### src/verilog/iqa_pkg.sv
package iqa_pkg;

  ////////////////////////////////////////////////////////////////////////////////
  // widths
  localparam int unsigned DATA_W   = 18;
  localparam int unsigned GPIO_W   = 16;
  localparam int unsigned IRQ_W    = 3;

  ////////////////////////////////////////////////////////////////////////////////
  // register offsets (byte addresses)
  localparam logic [7:0] OFS_FIRST_CTRL  = 8'h00;
  localparam logic [7:0] OFS_SECOND_CTRL = 8'h04;
  localparam logic [7:0] OFS_STATUS      = 8'h08;
  localparam logic [7:0] OFS_IRQ_STATUS  = 8'h0C;
  localparam logic [7:0] OFS_IRQ_MASK    = 8'h10;
  localparam logic [7:0] OFS_I_WORD      = 8'h14;
  localparam logic [7:0] OFS_Q_WORD      = 8'h18;
  localparam logic [7:0] OFS_GPIO_IN     = 8'h1C;

  ////////////////////////////////////////////////////////////////////////////////
  // reset values
  localparam logic [31:0] RST_FIRST_CTRL  = 32'h0000_0000;
  localparam logic [31:0] RST_SECOND_CTRL = 32'h0000_0820;
  localparam logic [31:0] RST_IRQ_MASK    = 32'h0000_0000;

  ////////////////////////////////////////////////////////////////////////////////
  // field positions
  localparam int unsigned FLD_MODE_LO     = 24;
  localparam int unsigned FLD_SERIAL_SEL  = 31;
  localparam int unsigned FLD_HALF_RATE   = 13;
  localparam int unsigned FLD_OFFSET_BIN  = 12;
  localparam int unsigned FLD_CLK_OE      = 11;
  localparam int unsigned FLD_CLK_INV     = 10;
  localparam int unsigned FLD_GATE_INV    = 9;
  localparam int unsigned FLD_Q_FIRST     = 8;
  localparam int unsigned FLD_HOLD_LAST   = 6;
  localparam int unsigned FLD_SYNC_DIS    = 5;
  localparam int unsigned SERIAL_LO_PIN   = 4;
  localparam logic [1:0]  MODE_QDUC       = 2'h0;
  localparam logic [1:0]  MODE_TONE       = 2'h1;
  localparam int unsigned IRQ_PAIR        = 0;
  localparam int unsigned IRQ_SYNC        = 1;
  localparam int unsigned IRQ_GATE        = 2;

  ////////////////////////////////////////////////////////////////////////////////
  // timing: word period in pclk cycles
  localparam int unsigned PCLK_MHZ        = 40;
  localparam int unsigned WORD_NS         = 50;
  localparam int unsigned WORD_CYC        = (WORD_NS * PCLK_MHZ) / 1000;

  typedef struct packed {
    logic [DATA_W-1:0] i_word;
    logic [DATA_W-1:0] q_word;
  } iqa_pair_t;

endpackage

### src/verilog/iqa_assembler.sv
`timescale 1ns/10ps
`default_nettype none

// Notes on behaviour
// RQ1: rate select acts only in parallel port mode with operating mode 00b
// RQ2: rate bit 0 runs word clock at word rate, 1 at half rate
// RQ3: format bit 0 means twos complement words, 1 means offset binary
// RQ4: clock enable 0 holds clock pin low; internal clock keeps timing
// RQ5: clock enable 1 drives internal word clock onto the pin
// RQ6: normal polarity puts Q on clock high, I on low; invert reverses
// RQ7: gate invert 0: high transmits; invert 1: low transmits
// RQ8: pairing bit 0 sends I first, 1 sends Q first
// RQ9: hold-last selection ignored in single tone mode
// RQ10: hold 0: gate inactive ignores pins and outputs zeros
// RQ11: hold 1: gate inactive ignores pins and keeps last sample
// RQ12: validation enabled reports possible setup/hold violation on fault output
// RQ13: fault result latched until validation disable bit set
// RQ14: disable bit 1 resets checker and holds fault output low
// RQ15: serial select makes two pins dual serial input, rest 16-bit GPIO
// RQ16: source presents one word per clock phase, ordered and coded as set
module iqa_assembler #(
  parameter int unsigned WORD_DIV = iqa_pkg::WORD_CYC
) (
  input  wire logic                      pclk,
  input  wire logic                      presetn,
  input  wire logic                      psel,
  input  wire logic                      penable,
  input  wire logic                      pwrite,
  input  wire logic [7:0]                paddr,
  input  wire logic [31:0]               pwdata,
  output logic      [31:0]               prdata,
  output logic                           pready,
  output logic                           pslverr,
  input  wire logic [iqa_pkg::DATA_W-1:0] data_pins,
  input  wire logic                      transmit_gate,
  input  wire logic                      sync_timing_miss,
  output logic                           parallel_word_clock,
  output logic                           sync_sample_fault,
  output iqa_pkg::iqa_pair_t             baseband,
  output logic                           baseband_valid,
  output logic [1:0]                     dual_serial_input,
  output logic                           irq
);

  ////////////////////////////////////////////////////////////////////////////////
  // registers and wires
  logic [31:0]                 first_control_config_r;
  logic [31:0]                 second_control_config_r;
  logic [iqa_pkg::IRQ_W-1:0]   irq_status_r;
  logic [iqa_pkg::IRQ_W-1:0]   irq_mask_r;
  logic [iqa_pkg::IRQ_W-1:0]   irq_event;
  logic [iqa_pkg::DATA_W-1:0]  data_s1_r;
  logic [iqa_pkg::DATA_W-1:0]  data_s2_r;
  logic [2:0]                  ctl_s1_r;
  logic [2:0]                  ctl_s2_r;
  logic [15:0]                 div_cnt_r;
  logic                        word_tick;
  logic                        word_sel_r;
  logic [2:0]                  tick_dly_r;
  logic [2:0]                  sel_dly_r;
  logic                        pair_phase_r;
  logic [iqa_pkg::DATA_W-1:0]  first_word_r;
  logic [iqa_pkg::DATA_W-1:0]  word_coded;
  logic [iqa_pkg::DATA_W-1:0]  i_new;
  logic [iqa_pkg::DATA_W-1:0]  q_new;
  logic                        gate_active;
  logic                        gate_prev_r;
  logic                        sync_latch_r;
  logic                        clk_int;
  logic                        clk_pin_nxt;
  logic                        serial_mode;
  logic                        half_rate;
  logic                        hold_last;
  logic                        wr_en;
  logic                        rd_en;
  logic                        addr_ok;
  logic [31:0]                 rd_nxt;
  logic [1:0]                  op_mode;

  ////////////////////////////////////////////////////////////////////////////////
  // configuration decode
  assign op_mode     = first_control_config_r[iqa_pkg::FLD_MODE_LO +: 2];
  assign serial_mode = second_control_config_r[iqa_pkg::FLD_SERIAL_SEL];
  // rate bit honoured only in parallel mode with quadrature operating mode [RQ1]
  assign half_rate   = second_control_config_r[iqa_pkg::FLD_HALF_RATE] & ~serial_mode
                       & (op_mode == iqa_pkg::MODE_QDUC);
  // hold selection forced off in single tone mode [RQ9]
  assign hold_last   = second_control_config_r[iqa_pkg::FLD_HOLD_LAST]
                       & (op_mode != iqa_pkg::MODE_TONE);
  // gate polarity [RQ7]
  assign gate_active = ctl_s2_r[0] ^ second_control_config_r[iqa_pkg::FLD_GATE_INV];

  ////////////////////////////////////////////////////////////////////////////////
  // pin synchronisers
  always_ff @(posedge pclk or negedge presetn)
  begin
    if (!presetn)
    begin
      data_s1_r <= '0;
      data_s2_r <= '0;
      ctl_s1_r  <= '0;
      ctl_s2_r  <= '0;
    end
    else
    begin
      data_s1_r <= data_pins;
      data_s2_r <= data_s1_r;
      ctl_s1_r  <= {sync_timing_miss, 1'b0, transmit_gate};
      ctl_s2_r  <= ctl_s1_r;
    end
  end

  ////////////////////////////////////////////////////////////////////////////////
  // word rate divider and internal word clock
  assign word_tick = (div_cnt_r == 16'(WORD_DIV - 1));

  always_ff @(posedge pclk or negedge presetn)
  begin
    if (!presetn)
    begin
      div_cnt_r    <= '0;
      word_sel_r   <= 1'b0;
      pair_phase_r <= 1'b0;
    end
    else if (word_tick)
    begin
      div_cnt_r  <= '0;
      word_sel_r <= ~word_sel_r;
      if (word_sel_r)
      begin
        pair_phase_r <= ~pair_phase_r;
      end
    end
    else
    begin
      div_cnt_r <= div_cnt_r + 16'h0001;
    end
  end

  // tick and word phase delayed past the pin register and both synchroniser stages [RQ6]
  always_ff @(posedge pclk or negedge presetn)
  begin
    if (!presetn)
    begin
      tick_dly_r <= '0;
      sel_dly_r  <= '0;
    end
    else
    begin
      tick_dly_r <= {tick_dly_r[1:0], word_tick};
      sel_dly_r  <= {sel_dly_r[1:0], word_sel_r};
    end
  end

  // full rate: one clock phase per word; half rate: one phase per pair [RQ2]
  // at full rate the first word sits in the phase that matches its I or Q association [RQ6] [RQ8]
  always_comb
  begin
    if (half_rate)
    begin
      clk_int = pair_phase_r;
    end
    else
    begin
      clk_int = word_sel_r ^ second_control_config_r[iqa_pkg::FLD_Q_FIRST];
    end
    // pin inversion and static low when disabled [RQ4] [RQ5] [RQ6]
    clk_pin_nxt = second_control_config_r[iqa_pkg::FLD_CLK_OE]
                  & (clk_int ^ second_control_config_r[iqa_pkg::FLD_CLK_INV]);
  end

  always_ff @(posedge pclk or negedge presetn)
  begin
    if (!presetn)
    begin
      parallel_word_clock <= 1'b0;
    end
    else
    begin
      parallel_word_clock <= clk_pin_nxt;
    end
  end

  ////////////////////////////////////////////////////////////////////////////////
  // data assembler
  // offset binary converted to twos complement by flipping the sign bit [RQ3]
  assign word_coded = {data_s2_r[iqa_pkg::DATA_W-1]
                       ^ second_control_config_r[iqa_pkg::FLD_OFFSET_BIN],
                       data_s2_r[iqa_pkg::DATA_W-2:0]};
  // pairing order picks which word is I [RQ8] [RQ16]
  assign i_new = second_control_config_r[iqa_pkg::FLD_Q_FIRST] ? word_coded : first_word_r;
  assign q_new = second_control_config_r[iqa_pkg::FLD_Q_FIRST] ? first_word_r : word_coded;

  always_ff @(posedge pclk or negedge presetn)
  begin
    if (!presetn)
    begin
      first_word_r   <= '0;
      baseband       <= '0;
      baseband_valid <= 1'b0;
    end
    else
    begin
      baseband_valid <= 1'b0;
      if (tick_dly_r[2] && !serial_mode)
      begin
        if (gate_active)
        begin
          if (!sel_dly_r[2])
          begin
            first_word_r <= word_coded;
          end
          else
          begin
            baseband.i_word <= i_new;
            baseband.q_word <= q_new;
            baseband_valid  <= 1'b1;
          end
        end
        else if (sel_dly_r[2])
        begin
          // pins ignored while gate inactive [RQ10] [RQ11]
          if (!hold_last)
          begin
            baseband <= '0;  // [RQ10]
          end
          baseband_valid <= 1'b1;  // [RQ11]
        end
      end
    end
  end

  ////////////////////////////////////////////////////////////////////////////////
  // dual serial input pins in serial port mode
  always_ff @(posedge pclk or negedge presetn)
  begin
    if (!presetn)
    begin
      dual_serial_input <= '0;
    end
    else if (serial_mode)
    begin
      dual_serial_input <= data_s2_r[iqa_pkg::SERIAL_LO_PIN +: 2];  // [RQ15]
    end
    else
    begin
      dual_serial_input <= '0;
    end
  end

  ////////////////////////////////////////////////////////////////////////////////
  // sync setup/hold checker
  always_ff @(posedge pclk or negedge presetn)
  begin
    if (!presetn)
    begin
      sync_latch_r      <= 1'b0;
      sync_sample_fault <= 1'b0;
    end
    else if (second_control_config_r[iqa_pkg::FLD_SYNC_DIS])
    begin
      sync_latch_r      <= 1'b0;  // [RQ14]
      sync_sample_fault <= 1'b0;  // [RQ14]
    end
    else
    begin
      // latched until disabled [RQ12] [RQ13]
      sync_latch_r      <= sync_latch_r | ctl_s2_r[2];
      sync_sample_fault <= sync_latch_r | ctl_s2_r[2];
    end
  end

  ////////////////////////////////////////////////////////////////////////////////
  // interrupts
  always_ff @(posedge pclk or negedge presetn)
  begin
    if (!presetn)
    begin
      gate_prev_r <= 1'b0;
    end
    else
    begin
      gate_prev_r <= gate_active;
    end
  end

  assign irq_event[iqa_pkg::IRQ_PAIR] = baseband_valid;
  assign irq_event[iqa_pkg::IRQ_SYNC] = ~sync_latch_r & ctl_s2_r[2]
                                        & ~second_control_config_r[iqa_pkg::FLD_SYNC_DIS];
  assign irq_event[iqa_pkg::IRQ_GATE] = gate_active ^ gate_prev_r;

  always_ff @(posedge pclk or negedge presetn)
  begin
    if (!presetn)
    begin
      irq_status_r <= '0;
      irq <= 1'b0;
    end
    else
    begin
      // set wins over write-one-to-clear
      if (wr_en && paddr == iqa_pkg::OFS_IRQ_STATUS)
      begin
        irq_status_r <= (irq_status_r & ~pwdata[iqa_pkg::IRQ_W-1:0]) | irq_event;
      end
      else
      begin
        irq_status_r <= irq_status_r | irq_event;
      end
      irq <= |(irq_status_r & irq_mask_r);
    end
  end

  ////////////////////////////////////////////////////////////////////////////////
  // apb slave: one wait state, then registered answer
  assign wr_en = psel & penable & pready & pwrite & addr_ok;
  assign rd_en = psel & penable & ~pready;

  always_comb
  begin
    addr_ok = 1'b1;
    rd_nxt  = 32'h0000_0000;
    if (paddr == iqa_pkg::OFS_FIRST_CTRL)
    begin
      rd_nxt = first_control_config_r;
    end
    else if (paddr == iqa_pkg::OFS_SECOND_CTRL)
    begin
      rd_nxt = second_control_config_r;
    end
    else if (paddr == iqa_pkg::OFS_STATUS)
    begin
      rd_nxt = {29'h0, gate_active, sync_sample_fault, parallel_word_clock};
    end
    else if (paddr == iqa_pkg::OFS_IRQ_STATUS)
    begin
      rd_nxt = {29'h0, irq_status_r};
    end
    else if (paddr == iqa_pkg::OFS_IRQ_MASK)
    begin
      rd_nxt = {29'h0, irq_mask_r};
    end
    else if (paddr == iqa_pkg::OFS_I_WORD)
    begin
      rd_nxt = {14'h0, baseband.i_word};
    end
    else if (paddr == iqa_pkg::OFS_Q_WORD)
    begin
      rd_nxt = {14'h0, baseband.q_word};
    end
    else if (paddr == iqa_pkg::OFS_GPIO_IN)
    begin
      // general purpose inputs only in serial port mode [RQ15]
      rd_nxt = serial_mode ? {16'h0, data_s2_r[17:6], data_s2_r[3:0]} : 32'h0000_0000;
    end
    else
    begin
      addr_ok = 1'b0;
    end
  end

  always_ff @(posedge pclk or negedge presetn)
  begin
    if (!presetn)
    begin
      pready  <= 1'b0;
      pslverr <= 1'b0;
      prdata  <= '0;
    end
    else
    begin
      pready  <= rd_en;
      pslverr <= rd_en & ~addr_ok;
      if (rd_en && !pwrite)
      begin
        prdata <= rd_nxt;
      end
    end
  end

  always_ff @(posedge pclk or negedge presetn)
  begin
    if (!presetn)
    begin
      first_control_config_r  <= iqa_pkg::RST_FIRST_CTRL;
      second_control_config_r <= iqa_pkg::RST_SECOND_CTRL;
      irq_mask_r              <= iqa_pkg::RST_IRQ_MASK[iqa_pkg::IRQ_W-1:0];
    end
    else if (wr_en)
    begin
      if (paddr == iqa_pkg::OFS_FIRST_CTRL)
      begin
        first_control_config_r <= pwdata;
      end
      else if (paddr == iqa_pkg::OFS_SECOND_CTRL)
      begin
        second_control_config_r <= pwdata;
      end
      else if (paddr == iqa_pkg::OFS_IRQ_MASK)
      begin
        irq_mask_r <= pwdata[iqa_pkg::IRQ_W-1:0];
      end
    end
  end

endmodule

`default_nettype wire

### config.mk
export PLATFORM = sky130hd
export DESIGN_NAME = iqa_assembler
export DESIGN_NICKNAME = d
export VERILOG_FILES = /design/src/verilog/iqa_pkg.sv /design/src/verilog/iqa_assembler.sv
export SDC_FILE = /design/constraint.sdc
export NUM_CORES = 1
export LEC_CHECK = 0
export BUFFER_PORTS_ARGS = -buffer_cell sky130_fd_sc_hd__buf_2
export CORE_ASPECT_RATIO = 1.25
export CORE_MARGIN = 2
export CORE_UTILIZATION = 36
export CTS_CLUSTER_DIAMETER = 50
export CTS_CLUSTER_SIZE = 16
export DETAILED_ROUTE_END_ITERATION = 10
export GPL_TIMING_DRIVEN = 0
export HOLD_SLACK_MARGIN = 0.12
export PLACE_DENSITY = 0.65
export SLEW_MARGIN = 40
export SYNTH_ARGS = -nofsm -noshare
export SYNTH_HDL_FRONTEND = slang
export SYNTH_SLANG_ARGS = --single-unit
### constraint.sdc
create_clock -name pclk -period 2.5 [get_ports pclk]
set_input_delay 0.25 -clock pclk [delete_from_list [all_inputs] [get_ports pclk]]
set_output_delay 0.25 -clock pclk [all_outputs]
set_load 0.01 [all_outputs]
==> metrics.yaml, run 1 <==
status:
  status: "completed"
final_layout:
  utilization: 0.4686
  final_cells: 1328
  final_common_cell: "dfrtp_1"
  diodes: 0
  final_cell_mix: "227 x dfrtp_1, 141 x buf_2, 67 x nand2_1"
  multi_input_area_mm2: 0.003621
  fill_cells: 2366
  nets: 1038
  seq_area_mm2: 0.005733
  area_growth_pct: 27.46
  drive_gt1_frac: 0.3117
synth:
  seq_area_frac_synth: 0.5975
  synth_area_mm2: 0.009594
  syn_avg_cell_area_um2: 12.84
  yosysWarnings: 0
  ys_types: 56
  synthFlopType: "dfrtp_1"
  synth.net_count: 814
  synthCells: 747
  synthArstFlopShare: 1.000
  synth_seq_cells: 229
  synth_edf_count: 0
sta:
  final.min_clock_period_ps: 2375
  worst_slew_pin_slew_ps: 851.9
  timing.fmax_mhz: 421.0
  final-max-slew-violation-count: 0
  final-setup-viol-count: 0
  skew_ps: 13.76
  finalSetupTns_ps: 0
  relSlewSlack: 0.4268
  hold_viol: 0
  period_share: 0.9501
  rsz0062_at_grt: "no"
clock_network:
  h-tree-depth: 1
  cts_made_buffers: 24
  cts_buffer_depth: 3
  cts_sinks: 229
  root_buffer: "clkbuf_16"
  post_cts_buffers: 0
  clk_pin_slew_worst_paths_ps: 80
  cts_tree: "built"
  worst_skew_pair.late_latency_ps: 530
placement:
  dp_hpwl_um: 18510
  globalplace.congestion: 0.8208
  port_buffers: 139
  place_inst: 1229
grt:
  grt_usage: 0.1898
  grt_pass1_wl_um: 41210
  grt_max_degree: 76
  grt_pass1_vias: 7133
  grt_overflow: 0
  antenna_found_initial: 0
die:
  rows: 66
  ios: 141
  dieArea_mm2: 0.02798
  die_x_um: 150.0
  core_area_mm2: 0.02610
  start_util: 0.3677
  die_h_um: 186.5
min_path:
  hold_path_depth: 3
  hold_path_class: "in2reg"
worst_setup_path:
  path_max_fanout: 10
  start_kind: "flop"
  worstSetupPathType: "reg2reg"
  end_kind: "flop"
  rr_worst_depth: 5
  critical_path_arrival_ps: 2750
  cp.required_ps: 2880
power_and_ir_drop:
  p_per_area_mw_per_mm2: 690.3
  leakage_nw: 5.744
  vdd_drop_max_uv: 441.8
  p_total_w: 0.008441
drt:
  first_pass_iters: 8
  drc: 0
  wl_per_cell_um: 19.93
  viasPerCell: 5.126
  num_vias: 6807
  ant_nets: 0
  routed_wl_um: 26470
  drtIter0Drc: 462
flow_run:
  cap_violations: 0
-- path summary, 6_finish.rpt --
| path | from | to | slack, ps |
|---|---|---|---|
| max | second_control_config_r[8]$_DFFE_PN0P_ | baseband[33]$_DFFE_PN0P_ | 120 |
| min | paddr[6] | pslverr$_DFF_PN0_ | 150 |
| max reg2reg | second_control_config_r[8]$_DFFE_PN0P_ | baseband[33]$_DFFE_PN0P_ | 120 |
| min reg2reg | data_s1_r[4]$_DFF_PN0_ | data_s2_r[4]$_DFF_PN0_ | 340 |
| max in group asynchronous | presetn | second_control_config_r[5]$_DFFE_PN1P_ | 1360 |
| min in group asynchronous | presetn | dual_serial_input[0]$_DFF_PN0_ | 170 |
-- state kept, by name, summed over array words and instances, names as in the netlist, 2 cells and up --
name and cells:
baseband 36, first_control_config_r 32, prdata 32, second_control_config_r 32, data_s1_r 18, data_s2_r 18, first_word_r 18, div_cnt_r 16
irq_mask_r 3, irq_status_r 3, sel_dly_r 3, tick_dly_r 3, ctl_s1_r 2, ctl_s2_r 2, dual_serial_input 2
-- layout make-up --
cell class / instances / area share
Clock inverter: 16 / 0.01729
Sequential cell: 229 / 0.4688
Tap cell: 340 / 0.03479
Multi-Input combinational cell: 467 / 0.2961
Buffer: 46 / 0.01862
Timing Repair Buffer: 198 / 0.1103
Inverter: 5 / 0.001535
Clock buffer: 27 / 0.05259
-- metrics by stage --
step | hold WS [ps] | cell area (µm²) | worst slack [ps]
2_1_floorplan | -45.59 | 9594 | 508.4
3_3_place_gp | 333.5 | 10720 | -2868
3_5_place_dp | 130.0 | 10810 | -235.0
4_1_cts | 143.4 | 12230 | 101.2
5_1_grt | 165.6 | 12230 | 4.567
6_report | 149.4 | 12230 | 124.9
-- timing repair --
item | CTS | global route
hold buffers | 56 | 0
setup endpoints to repair | 20 | 14
endpoints found under the hold margin | 257 | 0
resized for setup | 2 | 4
-- report_power, final --
part | leakage, nW | switching (W) | total, W | internal, W
sequential | 2.95 | 0.000108 | 0.00396 | 0.00386
combinational | 2.37 | 0.000342 | 0.000620 | 0.000278
clock | 0.422 | 0.00164 | 0.00386 | 0.00222
-- cells by family (layout without fill, tap and decap cells) --
logic type               Yosys count  after routing  share of synthesized area
flip-flops                       229            229                     0.5975
AND/OR/NAND/NOR                  185            185                    0.09585
AO/OA/AOI/OAI                    130            130                    0.09338
multiplexers                     129            129                     0.1664
buffers and inverters             51            292                    0.02504
XOR/XNOR                          21             21                    0.01917
adder cells (fa/ha/maj)            2              2                   0.002608
-- worst max-delay path: stages (launching register included) --
cell,delay (ps)
dfrtp_1,320
clkbuf_1,190
buf_1,610
clkbuf_1,690
mux2i_1,300
o21ai_0,100
-- metal layers --
layer	up-vias	part of all wire	GRT usage
li1	3136	-	-
met1	3390	0.42	0.2520
met2	225	0.48	0.3112
met3	56	0.066	0.03619
met4	0	0.033	0.06422
met5	-	0	0
-- synth_stat cells, drive strengths merged (2+ instances only) --
| cell | count | area [µm²] |
|---|---|---|
| dfrtp | 227 | 5680 |
| mux2 | 85 | 1119 |
| nand2 | 69 | 274.0 |
| o21ai | 54 | 270.3 |
| mux2i | 41 | 410.4 |
| nor2 | 39 | 146.4 |
| clkbuf | 35 | 131.4 |
| nand3 | 23 | 115.1 |
| nor2b | 18 | 112.6 |
| xnor2 | 16 | 140.1 |
| a22oi | 14 | 105.1 |
| a31oi | 14 | 87.58 |
| a221oi | 13 | 113.9 |
| o221a | 12 | 135.1 |
| buf | 11 | 90.08 |
| and2 | 8 | 50.05 |
| and3 | 6 | 38.79 |
| inv | 5 | 18.77 |
| nor3 | 5 | 25.02 |
| nor4 | 5 | 52.55 |
| xor2 | 5 | 43.79 |
| mux4 | 3 | 67.56 |
| nor4b | 3 | 32.53 |
| o21a | 3 | 22.52 |
| o31ai | 3 | 22.52 |
| a21o | 2 | 15.01 |
| a21oi | 2 | 10.01 |
| a221o | 2 | 20.02 |
| a2bb2oi | 2 | 17.52 |
| dfstp | 2 | 52.55 |
| ha | 2 | 25.02 |
| nand4 | 2 | 12.51 |
| o221ai | 2 | 17.52 |
| o2bb2ai | 2 | 17.52 |
Power figures use the tool's default switching activity.
==> inputs of run 2 (changes only) <==
- clock period: 2.5 -> 2.4 ns (I/O delays scaled with it)
==> metrics.yaml, run 2 (synthesis results as in run 1) <==
final_layout:
  area_growth_pct: 27.67
  diodes: 0
  utilization: 0.4694
  largest_register_ffs: 36
  fin_area_mm2: 0.01225
  final_cell_mix: "227 x dfrtp_1, 141 x buf_2, 67 x nand2_1"
  regMostFlops: "baseband"
  final_common_cell: "dfrtp_1"
  fill_cells: 2363
  nets: 1038
  drive_gt1_frac: 0.3158
worst_setup_path:
  critical_path_arrival_ps: 2760
  end_kind: "flop"
  path_max_fanout: 10
  worstSetupPathType: "in2reg"
  cpLargestDelayFamily: "buffers and inverters"
  crit_chain: "dlygate4sd3_1 -> buf_2 -> nor4_2 -> clkbuf_1 -> nand3b_1 -> o221ai_1 -> o21a_1"
  slowest_stage: "dlygate4sd3_1"
  path_buf_inv: 3
  cp.required_ps: 2870
  start_kind: "input pin"
  cp_slowest_stage_delay_ps: 530
drt:
  viasPerCell: 5.113
  first_pass_iters: 8
  routed_wl_um: 26410
  num_vias: 6790
  drtIter0Drc: 437
  ant_nets: 0
  drc: 0
  wl_per_cell_um: 19.89
placement:
  dp_hpwl_um: 18510
  globalplace.congestion: 0.8208
  port_buffers: 139
  dpl_cell_area_mm2: 0.01081
sta:
  period_share: 0.9558
  worst_slew_pin_slew_ps: 813.5
  timing.fmax_mhz: 436.0
  skew_ps: 12.27
  relSlewSlack: 0.4527
  final-max-slew-violation-count: 0
  final.min_clock_period_ps: 2294
  hold_viol: 0
  final-setup-viol-count: 0
  rsz0062_at_grt: "yes"
power_and_ir_drop:
  p_total_w: 0.008796
  vdd_drop_max_uv: 461.0
  leakage_nw: 5.765
  p_per_area_mw_per_mm2: 718.1
grt:
  grt_pass1_vias: 7133
  met3_usage: 0.03619
  antenna_found_initial: 0
  grt_pass1_wl_um: 41210
  use_met2: 0.3112
  grt.busiest_layer: "met2"
  grt_usage: 0.1898
  grtUsageMet1: 0.2520
  grt_overflow: 0
  grt_max_degree: 76
clock_network:
  cts_made_buffers: 24
  worst_skew_pair.late_latency_ps: 530
  post_cts_buffers: 0
  clk_pin_slew_worst_paths_ps: 70
  root_buffer: "clkbuf_16"
  cts_sinks: 229
  cts_tree: "built"
  cts_buffer_depth: 3
  h-tree-depth: 1
min_path:
  hold_path_class: "in2reg"
die:
  die_h_um: 186.5
  core_area_mm2: 0.02610
  die_x_um: 150.0
  rows: 66
  start_util: 0.3677
  dieArea_mm2: 0.02798
  ios: 141
status:
  status: "completed"
flow_run:
  cap_violations: 0
[run 2: changes by cell type in the layout (fill, tap and decap cells not counted)]
cell / before / now
xnor2_2: 0 / 1
xnor2_1: 16 / 15
and2_0: 2 / 1
clkbuf_1: 31 / 28
clkbuf_2: 5 / 8
nor4b_2: 1 / 0
nor4b_4: 0 / 1
and2_1: 6 / 7
[run 2: path summary, 6_finish.rpt]
check	start	endpoint	cells after the start	slack [ps]
max	paddr[7]	prdata[16]$_DFFE_PN0P_	7	110
min	paddr[0]	pslverr$_DFF_PN0_	3	150
max reg2reg	ctl_s2_r[0]$_DFF_PN0_	first_word_r[14]$_DFFE_PN0P_	5	220
min reg2reg	data_s1_r[4]$_DFF_PN0_	data_s2_r[4]$_DFF_PN0_	0	340
max in group asynchronous	presetn	second_control_config_r[19]$_DFFE_PN0P_	4	1280
min in group asynchronous	presetn	dual_serial_input[0]$_DFF_PN0_	2	160
[run 2: layout make-up]
class	count	area, µm²	area share
multi-input combinational	467	3637	0.2969
clock inverter	16	211.5	0.01726
tap	340	425.4	0.03473
sequential	229	5733	0.4680
clock buffer	27	643.1	0.05250
timing repair buffer	198	1349	0.1101
inverter	5	18.77	0.001532
buffer	46	231.5	0.01890
[run 2: routing by layer]
| layer | vias to the layer above | share of wire |
|---|---|---|
| met2 | 213 | 0.48 |
| met3 | 57 | 0.061 |
| met4 | 0 | 0.034 |
| met1 | 3387 | 0.43 |
| li1 | 3133 | - |
| met5 | - | 0 |
[run 2: report_power, final]
group          leakage [nW]  switching [W]  internal [W]
sequential             2.95       0.000113       0.00402
combinational          2.40       0.000356      0.000291
clock                 0.422        0.00170       0.00232
[run 2: repair_timing]
action                     in CTS  in global routing
resized for setup               2                 13
hold endpoints to repair      257                  0
setup endpoints to repair      20                 44
gates cloned                    0                  0
hold buffers                   56                  0
[run 2: worst reg2reg max path: cells and delay by family (launching register included)]
kind,cells,cell delay (ps)
XOR/XNOR,1,210
buffers and inverters,2,520
flip-flops,1,420
multiplexers,1,300
AND/OR/NAND/NOR,1,620
[run 2: metrics by stage]
stage | instances | hold slack (ps) | TNS [ps] | setup WS (ps)
after detailed placement | 1229 | 120.0 | -6275 | -335.0
after CTS | 1328 | 133.4 | 0 | 1.239
after floorplan | 747 | -55.59 | 0 | 418.4
final | 1328 | 146.8 | 0 | 106.2
after global routing | 1328 | 163.0 | -15.72 | -9.383
after global placement | 1226 | 333.5 | -676540 | -2958
==> inputs of run 3 (changes only) <==
- BUFFER_PORTS_ARGS: -buffer_cell sky130_fd_sc_hd__buf_2 -> not set
- DONT_BUFFER_PORTS: not set -> 1
- PLACE_DENSITY: 0.65 -> 0.6
==> metrics.yaml, run 3 (synthesis results as in run 1) <==
sta:
  relSlewSlack: 0.4705
  final.min_clock_period_ps: 2203
  hold_viol: 229
  timing.fmax_mhz: 454.0
  period_share: 0.9177
  worst_slew_pin_slew_ps: 794.3
  rsz0062_at_grt: "no"
  skew_ps: 16.66
  final-setup-viol-count: 0
  setup_slack_ps: 197.4
  final-max-slew-violation-count: 0
  whs_ps: -583.4
grt:
  grt_overflow: 0
  grt_pass1_wl_um: 39890
  grt_usage: 0.1866
  grt_max_degree: 230
  antenna_found_initial: 0
  grt_pass1_vias: 6524
final_layout:
  drive_gt1_frac: 0.1967
  final_cell_mix: "227 x dfrtp_1, 67 x nand2_1, 59 x dlygate4sd3_1"
  fill_cells: 2462
  nets: 899
  diodes: 0
  regMostFlops: "baseband"
  largest_register_ffs: 36
  utilization: 0.4383
  area_growth_pct: 19.22
  fin_area_mm2: 0.01144
  final_common_cell: "dfrtp_1"
power_and_ir_drop:
  leakage_nw: 5.074
  power_frac_comb: 0.042
  seqPwrFrac: 0.505
  clkPwrFrac: 0.454
  p_int_w: 0.006293
  p_per_area_mw_per_mm2: 727.4
  vdd_drop_max_uv: 525.3
  netSwitchingPower_w: 0.002028
  swShare: 0.2437
drt:
  wl_per_cell_um: 21.89
  ant_nets: 0
  drtIter0Drc: 480
  routed_wl_um: 26030
  num_vias: 6272
  first_pass_iters: 5
  drc: 0
  viasPerCell: 5.275
die:
  core_area_mm2: 0.02610
  die_h_um: 186.5
  dieArea_mm2: 0.02798
  ios: 141
  die_x_um: 150.0
  start_util: 0.3677
  rows: 66
clock_network:
  h-tree-depth: 1
  cts_tree: "built"
  cts_buffer_depth: 3
  cts_made_buffers: 24
  cts_sinks: 229
  worst_skew_pair.late_latency_ps: 530
  root_buffer: "clkbuf_16"
  postCtsHoldBufs: 59
  clk_pin_slew_worst_paths_ps: 60
  post_cts_buffers: 0
worst_setup_path:
  rr_worst_depth: 5
  critical_path_arrival_ps: 2620
  worstSetupPathType: "in2reg"
  start_kind: "input pin"
  end_kind: "flop"
  cp.required_ps: 2820
  r2r_start: "ctl_s2_r[0]$_DFF_PN0_"
  crit_start: "paddr[5]"
  path_max_fanout: 6
placement:
  globalplace.congestion: 0.8179
  port_buffers: 0
  dp_slack_ps: -367.8
  dp_hpwl_um: 17740
  dpl_cell_area_mm2: 0.01003
min_path:
  hold_path_class: "in2async"
status:
  violations: "hold timing"
  status: "finished, violations left"
flow_run:
  cap_violations: 0
-- run 3: cell count changes in the layout (fill, tap and decap cells not counted), moves of 2 or more --
cell           before  now
buf_2             141    3
clkbuf_1           28   33
buf_16              3    0
clkinvlp_4          0    3
dlygate4sd3_1      56   59
inv_8               3    0
bufinv_16           3    1
clkbuf_2            8    6
clkinv_2            2    0
inv_6               3    5
-- run 3: cell type report --
type                            count  area [µm²]  share of cell area
Buffer                             46       229.0             0.02002
Timing Repair Buffer               59       590.6             0.05163
Clock buffer                       29       650.6             0.05688
Clock inverter                     14       147.6             0.01291
Inverter                            5       18.77            0.001641
Sequential cell                   229        5733              0.5012
Tap cell                          340       425.4             0.03719
Multi-Input combinational cell    467        3643              0.3185
-- run 3: metal layers --
| layer | global-route usage | part of all wire | vias up |
|---|---|---|---|
| li1 | - | - | 2856 |
| met1 | 0.2339 | 0.40 | 3153 |
| met2 | 0.3065 | 0.49 | 217 |
| met3 | 0.05795 | 0.086 | 46 |
| met4 | 0.06023 | 0.027 | 0 |
| met5 | 0 | 0 | - |
-- run 3: per-stage QoR --
stage | hold slack, ps | TNS [ps] | cells | power [W]
after CTS | -603.6 | 0 | 1189 | 0.008385
after global routing | -600.0 | 0 | 1189 | 0.008620
after floorplan | -55.59 | 0 | 747 | 0.004418
after global placement | -45.97 | -10810 | 1087 | 0.004520
final | -583.4 | 0 | 1189 | 0.008321
after detailed placement | -49.59 | -6359 | 1087 | 0.004533
-- run 3: what timing repair did --
item / 4_1_cts / 5_1_grt
setup endpoints to repair: 20 / 32
resized for setup: 3 / 4
cloned: 0 / 0
pin swaps: 0 / 1
hold endpoints to repair: 321 / 229
-- run 3: power by group through the flow --
| stage | Sequential, W | Combinational [W] | Clock [W] |
|---|---|---|---|
| floorplan | 0.00422 | 0.000199 | 0 |
| global placement | 0.00427 | 0.000246 | 0 |
| detailed placement | 0.00428 | 0.000253 | 0 |
| CTS | 0.00421 | 0.000346 | 0.00383 |
| global route | 0.00423 | 0.000384 | 0.00401 |
| finish | 0.00420 | 0.000345 | 0.00377 |
-- run 3: worst paths after layout --
path / end / slack, ps
worst min-delay path: data_s1_r[4]$_DFF_PN0_ / -580
worst max-delay path: irq_status_r[0]$_DFF_PN0_ / 200
worst max register to register: first_word_r[12]$_DFFE_PN0P_ / 200
min in group pclk: irq_status_r[2]$_DFF_PN0_ / 130
worst min register to register: data_s2_r[3]$_DFF_PN0_ / 340
max in group asynchronous: first_control_config_r[30]$_DFFE_PN0P_ / 2660
-- run 3: worst max-delay path: stages --
cell and delay [ps]:
dlygate4sd3_1 540, or4_4 440, nor4_4 440, dlygate4sd3_1 680, nand3_1 90, a21o_1 180
